## src/vpic_pkg.sv

```systemverilog
// Shared constants for the vectored priority interrupt controller and its bench
package vpic_pkg;
	// ************************************************************
	// Source numbering, in fixed table order (0 ranks first)
	// ************************************************************
	localparam int NSRC      = 20;  // Total source positions
	localparam int SRC_RESET = 0;   // Reset vector position
	localparam int SRC_WDT   = 1;   // Watchdog timer interrupt
	localparam int SRC_POSC  = 2;   // Primary oscillator fail trap
	localparam int SRC_WOSC  = 3;   // Watchdog oscillator fail trap
	localparam int SRC_ILL   = 4;   // Illegal instruction trap
	localparam int NFIX      = 5;   // Positions that are always top level
	localparam int SRC_T1    = 5;   // Timer 1
	localparam int SRC_T0    = 6;   // Timer 0
	localparam int SRC_ADC   = 7;   // Converter
	localparam int SRC_PA7   = 8;   // Port A pin 7, pins follow downward
	localparam int SRC_PC3   = 16;  // Port C pin 3, pins follow downward
	localparam int NPA       = 8;   // Port A pins
	localparam int NPC       = 4;   // Port C pins
	localparam int PA_CMP    = 6;   // Port A pin sharing its slot with the comparator

	// ************************************************************
	// Vector locations in program memory
	// ************************************************************
	localparam logic [15:0] VEC_RESET = 16'h0002;
	localparam logic [15:0] VEC_WDT   = 16'h0004;
	localparam logic [15:0] VEC_POSC  = 16'h003A;
	localparam logic [15:0] VEC_WOSC  = 16'h003C;
	localparam logic [15:0] VEC_ILL   = 16'h0006;
	localparam logic [15:0] VEC_T1    = 16'h000A;
	localparam logic [15:0] VEC_T0    = 16'h000C;
	localparam logic [15:0] VEC_ADC   = 16'h0016;
	localparam logic [15:0] VEC_PA7   = 16'h0018;
	localparam logic [15:0] VEC_PC3   = 16'h0030;
	localparam logic [15:0] VEC_STEP  = 16'h0002;  // Spacing of consecutive pin vectors
	localparam logic [15:0] VEC_ODD   = 16'h0001;  // Low byte sits one above the even high byte

	// ************************************************************
	// Priority level encoding {enable high, enable low}
	// ************************************************************
	localparam logic [1:0] LVL_OFF = 2'h0;
	localparam logic [1:0] LVL_1   = 2'h1;
	localparam logic [1:0] LVL_2   = 2'h2;
	localparam logic [1:0] LVL_3   = 2'h3;

	// ************************************************************
	// Register map, byte wide, index on the plain port
	// ************************************************************
	localparam logic [3:0] REG_REQ0   = 4'h0;  // Timer and converter requests
	localparam logic [3:0] REG_EN0H   = 4'h1;
	localparam logic [3:0] REG_EN0L   = 4'h2;
	localparam logic [3:0] REG_REQ1   = 4'h3;  // Port A requests
	localparam logic [3:0] REG_EN1H   = 4'h4;
	localparam logic [3:0] REG_EN1L   = 4'h5;
	localparam logic [3:0] REG_REQ2   = 4'h6;  // Port C requests
	localparam logic [3:0] REG_EN2H   = 4'h7;
	localparam logic [3:0] REG_EN2L   = 4'h8;
	localparam logic [3:0] REG_EDGE   = 4'h9;  // Port A edge select, 1 = rising
	localparam logic [3:0] REG_CTRL   = 4'hA;  // Master enable
	localparam int         CTRL_EN_BIT = 7;
	localparam int         T1_BIT      = 6;
	localparam int         T0_BIT      = 5;
	localparam int         ADC_BIT     = 0;

	// Vector location of a source position
	function automatic logic [15:0] vec_of(input int idx);
		logic [15:0] v;
		v = VEC_RESET;
		case (idx)
			SRC_RESET: v = VEC_RESET;
			SRC_WDT:   v = VEC_WDT;
			SRC_POSC:  v = VEC_POSC;
			SRC_WOSC:  v = VEC_WOSC;
			SRC_ILL:   v = VEC_ILL;
			SRC_T1:    v = VEC_T1;
			SRC_T0:    v = VEC_T0;
			SRC_ADC:   v = VEC_ADC;
			default:
			begin
				if (idx >= SRC_PC3)
					v = VEC_PC3 + 16'((idx - SRC_PC3)) * VEC_STEP;
				else
					v = VEC_PA7 + 16'((idx - SRC_PA7)) * VEC_STEP;
			end
		endcase
		return v;
	endfunction : vec_of

	// Source position held by bit b of request group g, NSRC when reserved
	function automatic int src_of(input int g, input int b);
		int s;
		s = NSRC;
		case (g)
			0:
			begin
				if (b == T1_BIT)
					s = SRC_T1;
				else if (b == T0_BIT)
					s = SRC_T0;
				else if (b == ADC_BIT)
					s = SRC_ADC;
			end
			1: s = SRC_PA7 + (NPA - 1 - b);
			2: s = (b < NPC) ? SRC_PC3 + (NPC - 1 - b) : NSRC;
			default: s = NSRC;
		endcase
		return s;
	endfunction : src_of
endpackage : vpic_pkg

```

## src/vpic_if.sv

```systemverilog
// Link between the interrupt controller and the processor core
`timescale 1ns/100ps
interface vpic_if;
	logic        irq_req;     // Controller offers a vector, level
	logic [15:0] vector;      // Fetched vector, valid with irq_req
	logic        ack;         // Core takes the offered vector, pulse
	logic        ei;          // Enable-interrupts executed, pulse
	logic        di;          // Disable-interrupts executed, pulse
	logic        return_from_handler_instruction;        // Return-from-handler executed, pulse
	logic        trap_instr;  // Trap instruction executed, pulse
	logic        ill_trap;    // Illegal instruction detected, pulse

	// Controller end
	modport dev (output irq_req, output vector,
		input ack, input ei, input di, input return_from_handler_instruction, input trap_instr, input ill_trap);
	// Core end
	modport core (input irq_req, input vector,
		output ack, output ei, output di, output return_from_handler_instruction, output trap_instr, output ill_trap);
endinterface : vpic_if

```

## src/vpic_ctrl.sv

```systemverilog
// Interrupt controller end: request latching, ranking, vector fetch and master enable
//
// Local design decisions: the address-and-strobe port and the placing of the registers.
`timescale 1ns/100ps
// What this block does
// - Fetch vector high byte even, low odd
// - Reset 0002H, watchdog 0004H, top ranked
// - Oscillator fails 003AH, 003CH after watchdog
// - Illegal instruction 0006H after oscillator traps
// - Timer1, timer0, converter, port A, C
// - Port A pins selectable edge, 0018H-0026H
// - Port A6 and comparator share 001AH
// - Port C pins both edges, 0030H-0036H
// - Level 3 beats 2 beats 1
// - Same level resolved by table order
// - Fixed sources always ranked at level three
// - Enable set by ei, return_from_handler_instruction, write 1
// - Enable cleared by di, ack, traps, write 0
// - Sources pulse exactly one clock cycle
// - Acknowledge clears the matching pending bit
// - Writing 0 clears a pending request
// - Writing 1 raises an enabled request
// - Software uses atomic read-modify-write
// - Pending peripherals forwarded only while master enable set
// - Enable bits 00 off, else level 1-3
module vpic_ctrl
(
	input  wire logic        clock_in,
	input  wire logic        rst_b_in,
	vpic_if.dev              link,
	input  wire logic        timer1_pulse_in,       // Same-clock request pulses
	input  wire logic        timer0_pulse_in,
	input  wire logic        adc_pulse_in,
	input  wire logic        cmp_pulse_in,
	input  wire logic        wdt_pulse_in,
	input  wire logic        wdt_irq_en_in,         // Watchdog runs in interrupt mode
	input  wire logic        posc_fail_in,
	input  wire logic        wosc_fail_in,
	input  wire logic [7:0]  pa_pin_in,             // Asynchronous pins
	input  wire logic [3:0]  pc_pin_in,
	input  wire logic [3:0]  reg_addr_in,
	input  wire logic [7:0]  reg_wdata_in,
	input  wire logic        reg_wr_in,
	input  wire logic        reg_rd_in,
	output logic      [7:0]  reg_rdata_out,
	output logic      [15:0] mem_addr_out,          // Program memory, data one cycle later
	output logic             mem_rd_out,
	input  wire logic [7:0]  mem_data_in,
	output logic             master_irq_enable_out
);
	localparam int NS = vpic_pkg::NSRC;

	// ************************************************************
	// Pin synchronisers and edge detection
	// ************************************************************
	logic [11:0] pin_s1;       // First stage, read only by the second
	logic [11:0] pin_s2;
	logic [11:0] pin_s3;       // Previous synchronised level
	logic [11:0] next_s1;
	logic [11:0] next_s2;
	logic [11:0] next_s3;
	logic [7:0]  pa_edge;      // Port A edge event
	logic [3:0]  pc_edge;      // Port C edge event
	logic [7:0]  edge_sel;     // Port A edge select register

	always_comb
	begin
		next_s1 = {pa_pin_in, pc_pin_in};
		next_s2 = pin_s1;
		next_s3 = pin_s2;
		for (int i = 0; i < vpic_pkg::NPA; i++)
			pa_edge[i] = edge_sel[i] ? (pin_s2[i + 4] & ~pin_s3[i + 4])
			                         : (~pin_s2[i + 4] & pin_s3[i + 4]);
		pc_edge = pin_s2[3:0] ^ pin_s3[3:0];
	end

	always_ff @(posedge clock_in or negedge rst_b_in)
	begin
		if (!rst_b_in)
		begin
			pin_s1 <= 12'h000;
			pin_s2 <= 12'h000;
			pin_s3 <= 12'h000;
		end
		else
		begin
			pin_s1 <= next_s1;
			pin_s2 <= next_s2;
			pin_s3 <= next_s3;
		end
	end

	// ************************************************************
	// Pending bits, enables and register port
	// ************************************************************
	logic [NS-1:0] pend;       // One pending bit per source position
	logic [NS-1:0] en_hi;      // Level bit high per position
	logic [NS-1:0] en_lo;      // Level bit low per position
	logic          irq_en;     // Master enable
	logic [NS-1:0] next_pend;
	logic [NS-1:0] next_en_hi;
	logic [NS-1:0] next_en_lo;
	logic [7:0]    next_edge;
	logic          next_irq_en;
	logic [7:0]    next_rdata;
	logic [NS-1:0] hw_set;     // Hardware events this cycle
	logic [NS-1:0] ack_clr;    // Position taken by the core
	logic          ack_take;   // Acknowledge lands on a live offer
	int            cur_idx;    // Offered position
	int            s;

	always_comb
	begin
		s          = 0;
		hw_set     = '0;
		ack_clr    = '0;
		next_pend  = pend;
		next_en_hi = en_hi;
		next_en_lo = en_lo;
		next_edge  = edge_sel;
		next_irq_en = irq_en;
		next_rdata = 8'h00;
		// Incoming pulses are taken one per cycle, never as levels
		hw_set[vpic_pkg::SRC_WDT]  = wdt_pulse_in & wdt_irq_en_in;
		hw_set[vpic_pkg::SRC_POSC] = posc_fail_in;
		hw_set[vpic_pkg::SRC_WOSC] = wosc_fail_in;
		hw_set[vpic_pkg::SRC_ILL]  = link.ill_trap;
		hw_set[vpic_pkg::SRC_T1]   = timer1_pulse_in;
		hw_set[vpic_pkg::SRC_T0]   = timer0_pulse_in;
		hw_set[vpic_pkg::SRC_ADC]  = adc_pulse_in;
		for (int i = 0; i < vpic_pkg::NPA; i++)
			hw_set[vpic_pkg::SRC_PA7 + vpic_pkg::NPA - 1 - i] = pa_edge[i];
		hw_set[vpic_pkg::SRC_PA7 + vpic_pkg::NPA - 1 - vpic_pkg::PA_CMP] =
			pa_edge[vpic_pkg::PA_CMP] | cmp_pulse_in;
		for (int i = 0; i < vpic_pkg::NPC; i++)
			hw_set[vpic_pkg::SRC_PC3 + vpic_pkg::NPC - 1 - i] = pc_edge[i];
		if (ack_take)
			ack_clr[cur_idx] = 1'b1;
		next_pend = pend & ~ack_clr;
		// Register writes: reserved bits map to no position and are dropped
		for (int g = 0; g < 3; g++)
			for (int b = 0; b < 8; b++)
			begin
				s = vpic_pkg::src_of(g, b);
				if (s < NS)
				begin
					if (reg_wr_in && reg_addr_in == vpic_pkg::REG_REQ0 + 4'(3 * g))
						next_pend[s] = reg_wdata_in[b];
					if (reg_wr_in && reg_addr_in == vpic_pkg::REG_EN0H + 4'(3 * g))
						next_en_hi[s] = reg_wdata_in[b];
					if (reg_wr_in && reg_addr_in == vpic_pkg::REG_EN0L + 4'(3 * g))
						next_en_lo[s] = reg_wdata_in[b];
					if (reg_rd_in && reg_addr_in == vpic_pkg::REG_REQ0 + 4'(3 * g))
						next_rdata[b] = pend[s];
					if (reg_rd_in && reg_addr_in == vpic_pkg::REG_EN0H + 4'(3 * g))
						next_rdata[b] = en_hi[s];
					if (reg_rd_in && reg_addr_in == vpic_pkg::REG_EN0L + 4'(3 * g))
						next_rdata[b] = en_lo[s];
				end
			end
		// Hardware set wins over a clearing write or an acknowledge
		next_pend = next_pend | hw_set;
		if (reg_wr_in && reg_addr_in == vpic_pkg::REG_EDGE)
			next_edge = reg_wdata_in;
		if (reg_rd_in && reg_addr_in == vpic_pkg::REG_EDGE)
			next_rdata = edge_sel;
		if (reg_rd_in && reg_addr_in == vpic_pkg::REG_CTRL)
			next_rdata[vpic_pkg::CTRL_EN_BIT] = irq_en;
		// Master enable: clearing events first, setting events override them
		if (link.di || ack_take || link.trap_instr || link.ill_trap || posc_fail_in || wosc_fail_in
			|| (reg_wr_in && reg_addr_in == vpic_pkg::REG_CTRL && !reg_wdata_in[vpic_pkg::CTRL_EN_BIT]))
			next_irq_en = 1'b0;
		if (link.ei || link.return_from_handler_instruction
			|| (reg_wr_in && reg_addr_in == vpic_pkg::REG_CTRL && reg_wdata_in[vpic_pkg::CTRL_EN_BIT]))
			next_irq_en = 1'b1;
	end

	// Reset leaves the reset vector pending so the core fetches it first
	always_ff @(posedge clock_in or negedge rst_b_in)
	begin
		if (!rst_b_in)
		begin
			pend          <= NS'(1);
			en_hi         <= '0;
			en_lo         <= '0;
			edge_sel      <= 8'h00;
			irq_en        <= 1'b0;
			reg_rdata_out <= 8'h00;
		end
		else
		begin
			pend          <= next_pend;
			en_hi         <= next_en_hi;
			en_lo         <= next_en_lo;
			edge_sel      <= next_edge;
			irq_en        <= next_irq_en;
			reg_rdata_out <= next_rdata;
		end
	end

	assign master_irq_enable_out = irq_en;

	// ************************************************************
	// Arbitration: highest level, then table order
	// ************************************************************
	logic [1:0] lvl [NS];      // Effective level per position
	logic       win_vld;       // Some position may be offered
	int         win_idx;       // Winning position

	always_comb
	begin
		win_vld = 1'b0;
		win_idx = 0;
		for (int i = 0; i < NS; i++)
			lvl[i] = (i < vpic_pkg::NFIX) ? vpic_pkg::LVL_3 : {en_hi[i], en_lo[i]};
		// Peripherals need the master enable; fixed sources do not
		for (int l = vpic_pkg::LVL_3; l >= vpic_pkg::LVL_1; l--)
			for (int i = NS - 1; i >= 0; i--)
				if (!win_vld_at(l) && pend[i] && lvl[i] == 2'(l) && (irq_en || i < vpic_pkg::NFIX))
					win_idx = i;
		for (int i = 0; i < NS; i++)
			if (pend[i] && lvl[i] != vpic_pkg::LVL_OFF && (irq_en || i < vpic_pkg::NFIX))
				win_vld = 1'b1;
	end

	// True when a position above level l is eligible, so lower levels may not win
	function automatic logic win_vld_at(input int l);
		logic f;
		f = 1'b0;
		for (int i = 0; i < NS; i++)
			if (pend[i] && int'(lvl[i]) > l && (irq_en || i < vpic_pkg::NFIX))
				f = 1'b1;
		return f;
	endfunction : win_vld_at

	// ************************************************************
	// Vector fetch and offer
	// ************************************************************
	typedef enum logic [4:0]
	{
		VPC_IDLE  = 5'h01,
		VPC_RD_HI = 5'h02,
		VPC_RD_LO = 5'h04,
		VPC_CATCH = 5'h08,
		VPC_OFFER = 5'h10
	} vpc_fetch_e;

	vpc_fetch_e  state;
	vpc_fetch_e  next_state;
	logic [15:0] next_maddr;
	logic        next_mrd;
	logic [7:0]  vec_hi;       // High byte of the vector
	logic [7:0]  next_vec_hi;
	logic [15:0] vector;       // Offered vector
	logic [15:0] next_vector;
	logic        irq_req;
	logic        next_irq_req;
	int          next_cur;
	logic        cur_live;     // Offered position still eligible

	always_comb
	begin
		next_state   = state;
		next_maddr   = mem_addr_out;
		next_mrd     = 1'b0;
		next_vec_hi  = vec_hi;
		next_vector  = vector;
		next_irq_req = 1'b0;
		next_cur     = cur_idx;
		cur_live     = pend[cur_idx] && (irq_en || cur_idx < vpic_pkg::NFIX);
		ack_take     = (state == VPC_OFFER) && link.ack;
		case (state)
			VPC_IDLE:
			begin
				if (win_vld)
				begin
					next_state = VPC_RD_HI;
					next_cur   = win_idx;
					next_maddr = vpic_pkg::vec_of(win_idx);
					next_mrd   = 1'b1;
				end
			end
			VPC_RD_HI:
			begin
				// High byte at even location, low byte right after
				next_state = VPC_RD_LO;
				next_maddr = mem_addr_out | vpic_pkg::VEC_ODD;
				next_mrd   = 1'b1;
			end
			VPC_RD_LO:
			begin
				next_state  = VPC_CATCH;
				next_vec_hi = mem_data_in;
			end
			VPC_CATCH:
			begin
				next_state   = VPC_OFFER;
				next_vector  = {vec_hi, mem_data_in};
				next_irq_req = 1'b1;
			end
			VPC_OFFER:
			begin
				// Withdraw when taken or when software cancelled the request
				if (!ack_take && cur_live)
					next_irq_req = 1'b1;
				else
					next_state = VPC_IDLE;
			end
			default: next_state = VPC_IDLE;
		endcase
	end

	always_ff @(posedge clock_in or negedge rst_b_in)
	begin
		if (!rst_b_in)
		begin
			state        <= VPC_IDLE;
			mem_addr_out <= 16'h0000;
			mem_rd_out   <= 1'b0;
			vec_hi       <= 8'h00;
			vector       <= 16'h0000;
			irq_req      <= 1'b0;
			cur_idx      <= 0;
		end
		else
		begin
			state        <= next_state;
			mem_addr_out <= next_maddr;
			mem_rd_out   <= next_mrd;
			vec_hi       <= next_vec_hi;
			vector       <= next_vector;
			irq_req      <= next_irq_req;
			cur_idx      <= next_cur;
		end
	end

	// Offer drive straight from flip-flops
	assign link.irq_req = irq_req;
	assign link.vector  = vector;
endmodule : vpic_ctrl

```

## src/flat_wrapper.sv

```systemverilog
// flat-port wrapper written by rule: the top's interface ports become plain ports
module vpic_ctrl_flat 
  (clock_in, rst_b_in, timer1_pulse_in, timer0_pulse_in, adc_pulse_in, cmp_pulse_in, wdt_pulse_in, wdt_irq_en_in, posc_fail_in, wosc_fail_in, pa_pin_in, pc_pin_in, reg_addr_in, reg_wdata_in, reg_wr_in, reg_rd_in, reg_rdata_out, mem_addr_out, mem_rd_out, mem_data_in, master_irq_enable_out, link_irq_req, link_vector, link_ack, link_ei, link_di, link_return_from_handler_instruction, link_trap_instr, link_ill_trap);
  vpic_if link_i ();
  input  wire logic clock_in;
  input  wire logic rst_b_in;
  input  wire logic timer1_pulse_in;
  input  wire logic timer0_pulse_in;
  input  wire logic adc_pulse_in;
  input  wire logic cmp_pulse_in;
  input  wire logic wdt_pulse_in;
  input  wire logic wdt_irq_en_in;
  input  wire logic posc_fail_in;
  input  wire logic wosc_fail_in;
  input  wire logic [7:0] pa_pin_in;
  input  wire logic [3:0] pc_pin_in;
  input  wire logic [3:0] reg_addr_in;
  input  wire logic [7:0] reg_wdata_in;
  input  wire logic reg_wr_in;
  input  wire logic reg_rd_in;
  output logic      [7:0] reg_rdata_out;
  output logic      [15:0] mem_addr_out;
  output logic mem_rd_out;
  input  wire logic [7:0] mem_data_in;
  output logic master_irq_enable_out;
  output wire logic [$bits(link_i.irq_req)-1:0] link_irq_req;
  output wire logic [$bits(link_i.vector)-1:0] link_vector;
  input wire logic [$bits(link_i.ack)-1:0] link_ack;
  input wire logic [$bits(link_i.ei)-1:0] link_ei;
  input wire logic [$bits(link_i.di)-1:0] link_di;
  input wire logic [$bits(link_i.return_from_handler_instruction)-1:0] link_return_from_handler_instruction;
  input wire logic [$bits(link_i.trap_instr)-1:0] link_trap_instr;
  input wire logic [$bits(link_i.ill_trap)-1:0] link_ill_trap;
  assign link_irq_req = link_i.irq_req;
  assign link_vector = link_i.vector;
  assign link_i.ack = link_ack;
  assign link_i.ei = link_ei;
  assign link_i.di = link_di;
  assign link_i.return_from_handler_instruction = link_return_from_handler_instruction;
  assign link_i.trap_instr = link_trap_instr;
  assign link_i.ill_trap = link_ill_trap;
  vpic_ctrl u_core (.clock_in(clock_in), .rst_b_in(rst_b_in), .link(link_i), .timer1_pulse_in(timer1_pulse_in), .timer0_pulse_in(timer0_pulse_in), .adc_pulse_in(adc_pulse_in), .cmp_pulse_in(cmp_pulse_in), .wdt_pulse_in(wdt_pulse_in), .wdt_irq_en_in(wdt_irq_en_in), .posc_fail_in(posc_fail_in), .wosc_fail_in(wosc_fail_in), .pa_pin_in(pa_pin_in), .pc_pin_in(pc_pin_in), .reg_addr_in(reg_addr_in), .reg_wdata_in(reg_wdata_in), .reg_wr_in(reg_wr_in), .reg_rd_in(reg_rd_in), .reg_rdata_out(reg_rdata_out), .mem_addr_out(mem_addr_out), .mem_rd_out(mem_rd_out), .mem_data_in(mem_data_in), .master_irq_enable_out(master_irq_enable_out));
endmodule
```

## config.mk

```make
export PLATFORM = sky130hd
export DESIGN_NAME = vpic_ctrl_flat
export DESIGN_NICKNAME = d
export VERILOG_FILES = /design/src/vpic_pkg.sv /design/src/vpic_if.sv /design/src/vpic_ctrl.sv /design/src/flat_wrapper.sv
export SDC_FILE = /design/constraint.sdc
export NUM_CORES = 1
export LEC_CHECK = 0
export ABC_AREA = 1
export BUFFER_PORTS_ARGS = -buffer_cell sky130_fd_sc_hd__buf_2
export CAP_MARGIN = 0
export CORE_ASPECT_RATIO = 0.8
export CORE_MARGIN = 2
export CORE_UTILIZATION = 35
export CTS_BUF_LIST = sky130_fd_sc_hd__clkbuf_4 sky130_fd_sc_hd__clkbuf_8 sky130_fd_sc_hd__clkbuf_16
export DETAILED_ROUTE_END_ITERATION = 10
export GPL_TIMING_DRIVEN = 0
export PLACE_DENSITY_LB_ADDON = 0.3
export SETUP_SLACK_MARGIN = 0.1
export SKIP_CTS_REPAIR_TIMING = 1
export SLEW_MARGIN = 5
export SYNTH_ARGS = -nofsm -noshare
export SYNTH_HDL_FRONTEND = slang
export SYNTH_SLANG_ARGS = --single-unit
```

## constraint.sdc

```tcl
create_clock -name clock_in -period 5.3 [get_ports clock_in]
set_input_delay 1.06 -clock clock_in [delete_from_list [all_inputs] [get_ports clock_in]]
set_output_delay 1.06 -clock clock_in [all_outputs]
set_load 0.05 [all_outputs]
```

==> impl_results.md <==
- Tcrit/Tclk final: between 70% and 80%
- Share of cells above drive strength 1: 15.1%
- Drt via density: 5.24
- CTS buffer count: 17
- Critical path depth: 36
- RePlAce Congestion: 0.977
- Slowest-stage cell, CP: dfrtp_1
- Critical path endpoint category: flip-flop
- Final Cell Area: 0.00914 mm^2
- Worst setup startpoint: u_core.pend[2]
- Vias in the first global route: roughly 6700
- Mapped cell area: 0.00774 mm^2
- Top post-synthesis cells by area: dfrtp_1 (48%), nand2_1 (13%), inv_1 (6.4%), o21ai_0 (5.8%), nor2_1 (3.8%)
- Max Fclk: ~0.24 GHz
- CTS clock-pin slew for the worst setup and hold paths: 0.06 ns
- Peak supply drop: 0.356 mV
- Adder-Cell Fraction of Synth Area: between 1 and 1.5%
- # rows: 48
- Final Max Tran Viols: 0
- R2R setup slack: around 1.1 ns
- IO Port Bufs: 90
- Cell taking the most area after synthesis: dfrtp_1
- Top_reg_cell synth: dfrtp_1
- Max FO, Critical Path: 5
- Routed vias: 7183
- Pwr Density: 417 mW/mm^2
- #FFs+latches synth: 151
- Delay-heaviest family, CP: simple AND/OR/NAND/NOR gates
- Xor/xnor cell area share of the yosys netlist: 0.452%
- Largest family of logic cells by synthesized area: simple AND/OR/NAND/NOR gates
- First-pass GRT wire length: 38.7 mm
- Sequential-to-total area share from yosys stat: between 40% and 50%
- Die footprint: ~0.023 mm^2
- Worst min path class: flip-flop to flip-flop
- Drt pass-1 iters: 6
- Lkg Pwr: 0.00459 uW
- Total GRT Usage: 22.3%
- Startpoint Class: flip-flop
- Clk Latency, worst-skew pair: 0.43 ns
- N_diodes: 0
- Worst Max-Slew Pin Slew: about 0.98 ns
- Largest net degree at the start of global routing: 98
- CP max stage delay: 0.41 ns
- Cells after Synth: 974
- CTS tree: yes
- Fillers: 2233
- Area of the multi-input gates: between 0.003 and 0.004 mm^2
- Die X: 170 um
- Worst r2r src: u_core.pend[2]
- CTS Root Cell: clkbuf_16
- Crit Path Class: flip-flop to flip-flop
- Initial core utilization: 35.8%
- Arrival @ worst endpoint: approximately 4.5 ns
- Total power: 3810 uW
- Run status: completed
- DRT antenna net count: 0
- Setup Skew: 0.0111 ns
- Dpl cell area: 0.00858 mm^2
- Grt ovf: 0
- Nets: 1143
- Slew margin rel.: 33.8%
- Synth Net Count: approximately 1000
- Drc violations: 0
- Worst setup path endpoint: u_core.cur_idx[0]
- RSZ-0062 raised after global routing: false
- Fin crit period: between 4 and 5 ns
- Reg-to-Reg End: u_core.cur_idx[0]
- Htree depth: 4
- WP buf/inv: 1
- Clock sinks: 151
- Final Hold Vio Count: 0
- P&R area growth vs syn: 18.0%
- DP Cell Count: 1340
- Setup TNS: 0 ns
- Synth top area share: 48.1%
- Compound-Gate Fraction of Synth Area: 13.7%
- Ports: 93
- Std-Cell Core Area: 0.0216 mm^2
- FF/Latch Area: between 0.003 and 0.004 mm^2
- Cell repeated most along the worst path: nand2_1
- Final Setup Violations: 0
- Async SR Flop Fraction: between 90% and 100%
- Mean post-synth cell area: 7.95 um^2
- Yosys cell types: 53
- Wire per inst: 18.2 um
- Post-Synth Simple-Gate Area: 25.7%
- Post-synth EDFFs: 0
- Number of max-cap violations: 0
- Initial DRC Count: around 660
- Synthesis warning total: 0
- Die Ht: 137 um
- R2R depth: 36
- Clock Path Buffers: 2
- Mux share of post-synthesis cell area: 1.29%
- Detailed Place HPWL: 19.5 mm
- Initial antenna violation count: 0
- Req. time, crit path: between 5 and 6 ns
- Routed WL: around 25 mm
- Finished Layout Cells: 1372
[Yosys cell counts (all sizes together), types with 3 or more instances]
| cell type | count |
|---|---|
| a31oi | 11 |
| a21boi | 3 |
| o31ai | 3 |
| nor4 | 12 |
| clkbuf | 14 |
| nand2 | 280 |
| a211oi | 4 |
| o22ai | 12 |
| a21oi | 11 |
| o21ai | 90 |
| ha | 9 |
| nand4 | 19 |
| xnor2 | 4 |
| dfrtp | 149 |
| o211ai | 7 |
| a221oi | 9 |
| buf | 6 |
| o221ai | 5 |
| mux2 | 8 |
| inv | 136 |
| o2111ai | 8 |
| nor2 | 86 |
| nor3 | 17 |
| nand3 | 49 |
[sequential cells by signal, summed over array words and instances (netlist names)]
name	cells
u_core.pin_s3	12
u_core.vec_hi	8
u_core.en_hi	15
u_core.edge_sel	8
u_core.cur_idx	5
u_core.master_irq_enable_out	1
u_core.en_lo	15
u_core.link.irq_req	1
u_core.reg_rdata_out	8
u_core.state	5
u_core.next_s2	12
u_core.next_s3	12
u_core.link.vector	16
u_core.mem_addr_out	12
u_core.pend	20
u_core.mem_rd_out	1
[where the power goes]
part / leakage (uW) / total [uW] / switching [uW] / internal, uW
Combinational: 0.00252 / 1120 / 821 / 304
Sequential: 0.00181 / 1540 / 168 / 1370
Clock: 0.000263 / 1150 / 527 / 622
[cell usage in the layout, fill, tap and decap left out, types with 9 or more instances in the layout]
master,count
nand2_1,272
dfrtp_1,149
inv_1,132
o21ai_0,89
buf_2,89
nor2_1,79
nand3_1,49
nand4_1,19
nor3_1,17
clkbuf_16,17
o22ai_1,12
a21oi_1,11
nor4_1,11
a31oi_1,11
clkbuf_1,11
a221oi_1,9
ha_1,9
[worst min path at each step]
stage	from	end	slack (ns)	cells after the start
4_1_cts	u_core.next_s2[6]	u_core.next_s3[6]	0.35	0
3_3_place_gp	u_core.next_s2[2]	u_core.next_s3[2]	0.33	0
3_5_place_dp	u_core.next_s2[0]	u_core.next_s3[0]	0.34	0
5_1_grt	u_core.next_s2[6]	u_core.next_s3[6]	0.35	0
2_1_floorplan	u_core.next_s2[0]	u_core.next_s3[0]	0.33	0
6_report	u_core.next_s2[6]	u_core.next_s3[6]	0.35	0
[per-stage QoR]
step / util [%] / hold WS [ns] / setup slack, ns
2_1_floorplan: - / 0.331 / 1.76
6_report: 42.3 / 0.347 / 1.09
3_5_place_dp: 39.7 / 0.336 / 1.18
3_3_place_gp: 39.5 / 0.332 / 0.931
4_1_cts: 42.3 / 0.350 / 1.16
5_1_grt: 42.3 / 0.354 / 0.577
[routing by layer]
layer / vias up / track usage [%] / wire length, um
met1: 3415 / 32.8 / 11900
met5: - / 0 / 0
met3: 29 / 4.48 / 1980
met4: 0 / 6.03 / 477
li1: 3447 / - / -
met2: 292 / 33.4 / 10700
[area by class of cell]
type                            instances  area share [%]
Buffer                                 21            1.62
Multi-Input combinational cell        665            36.2
Clock buffer                           18            4.81
Timing Repair Buffer                   91            5.34
Tap cell                              275            3.77
Clock inverter                         14            1.26
Inverter                              137            5.66
Sequential cell                       151            41.4
[kinds of logic after synthesis]
kind of cell	Yosys count
adders and majority gates	9
AOI/OAI and AO/OA	174
buffers and inverters	158
xor gates and xnor gates	4
DFF	151
muxes	9
and+or+nand+nor	469
Note: power is estimated with default switching activity, not from simulation.
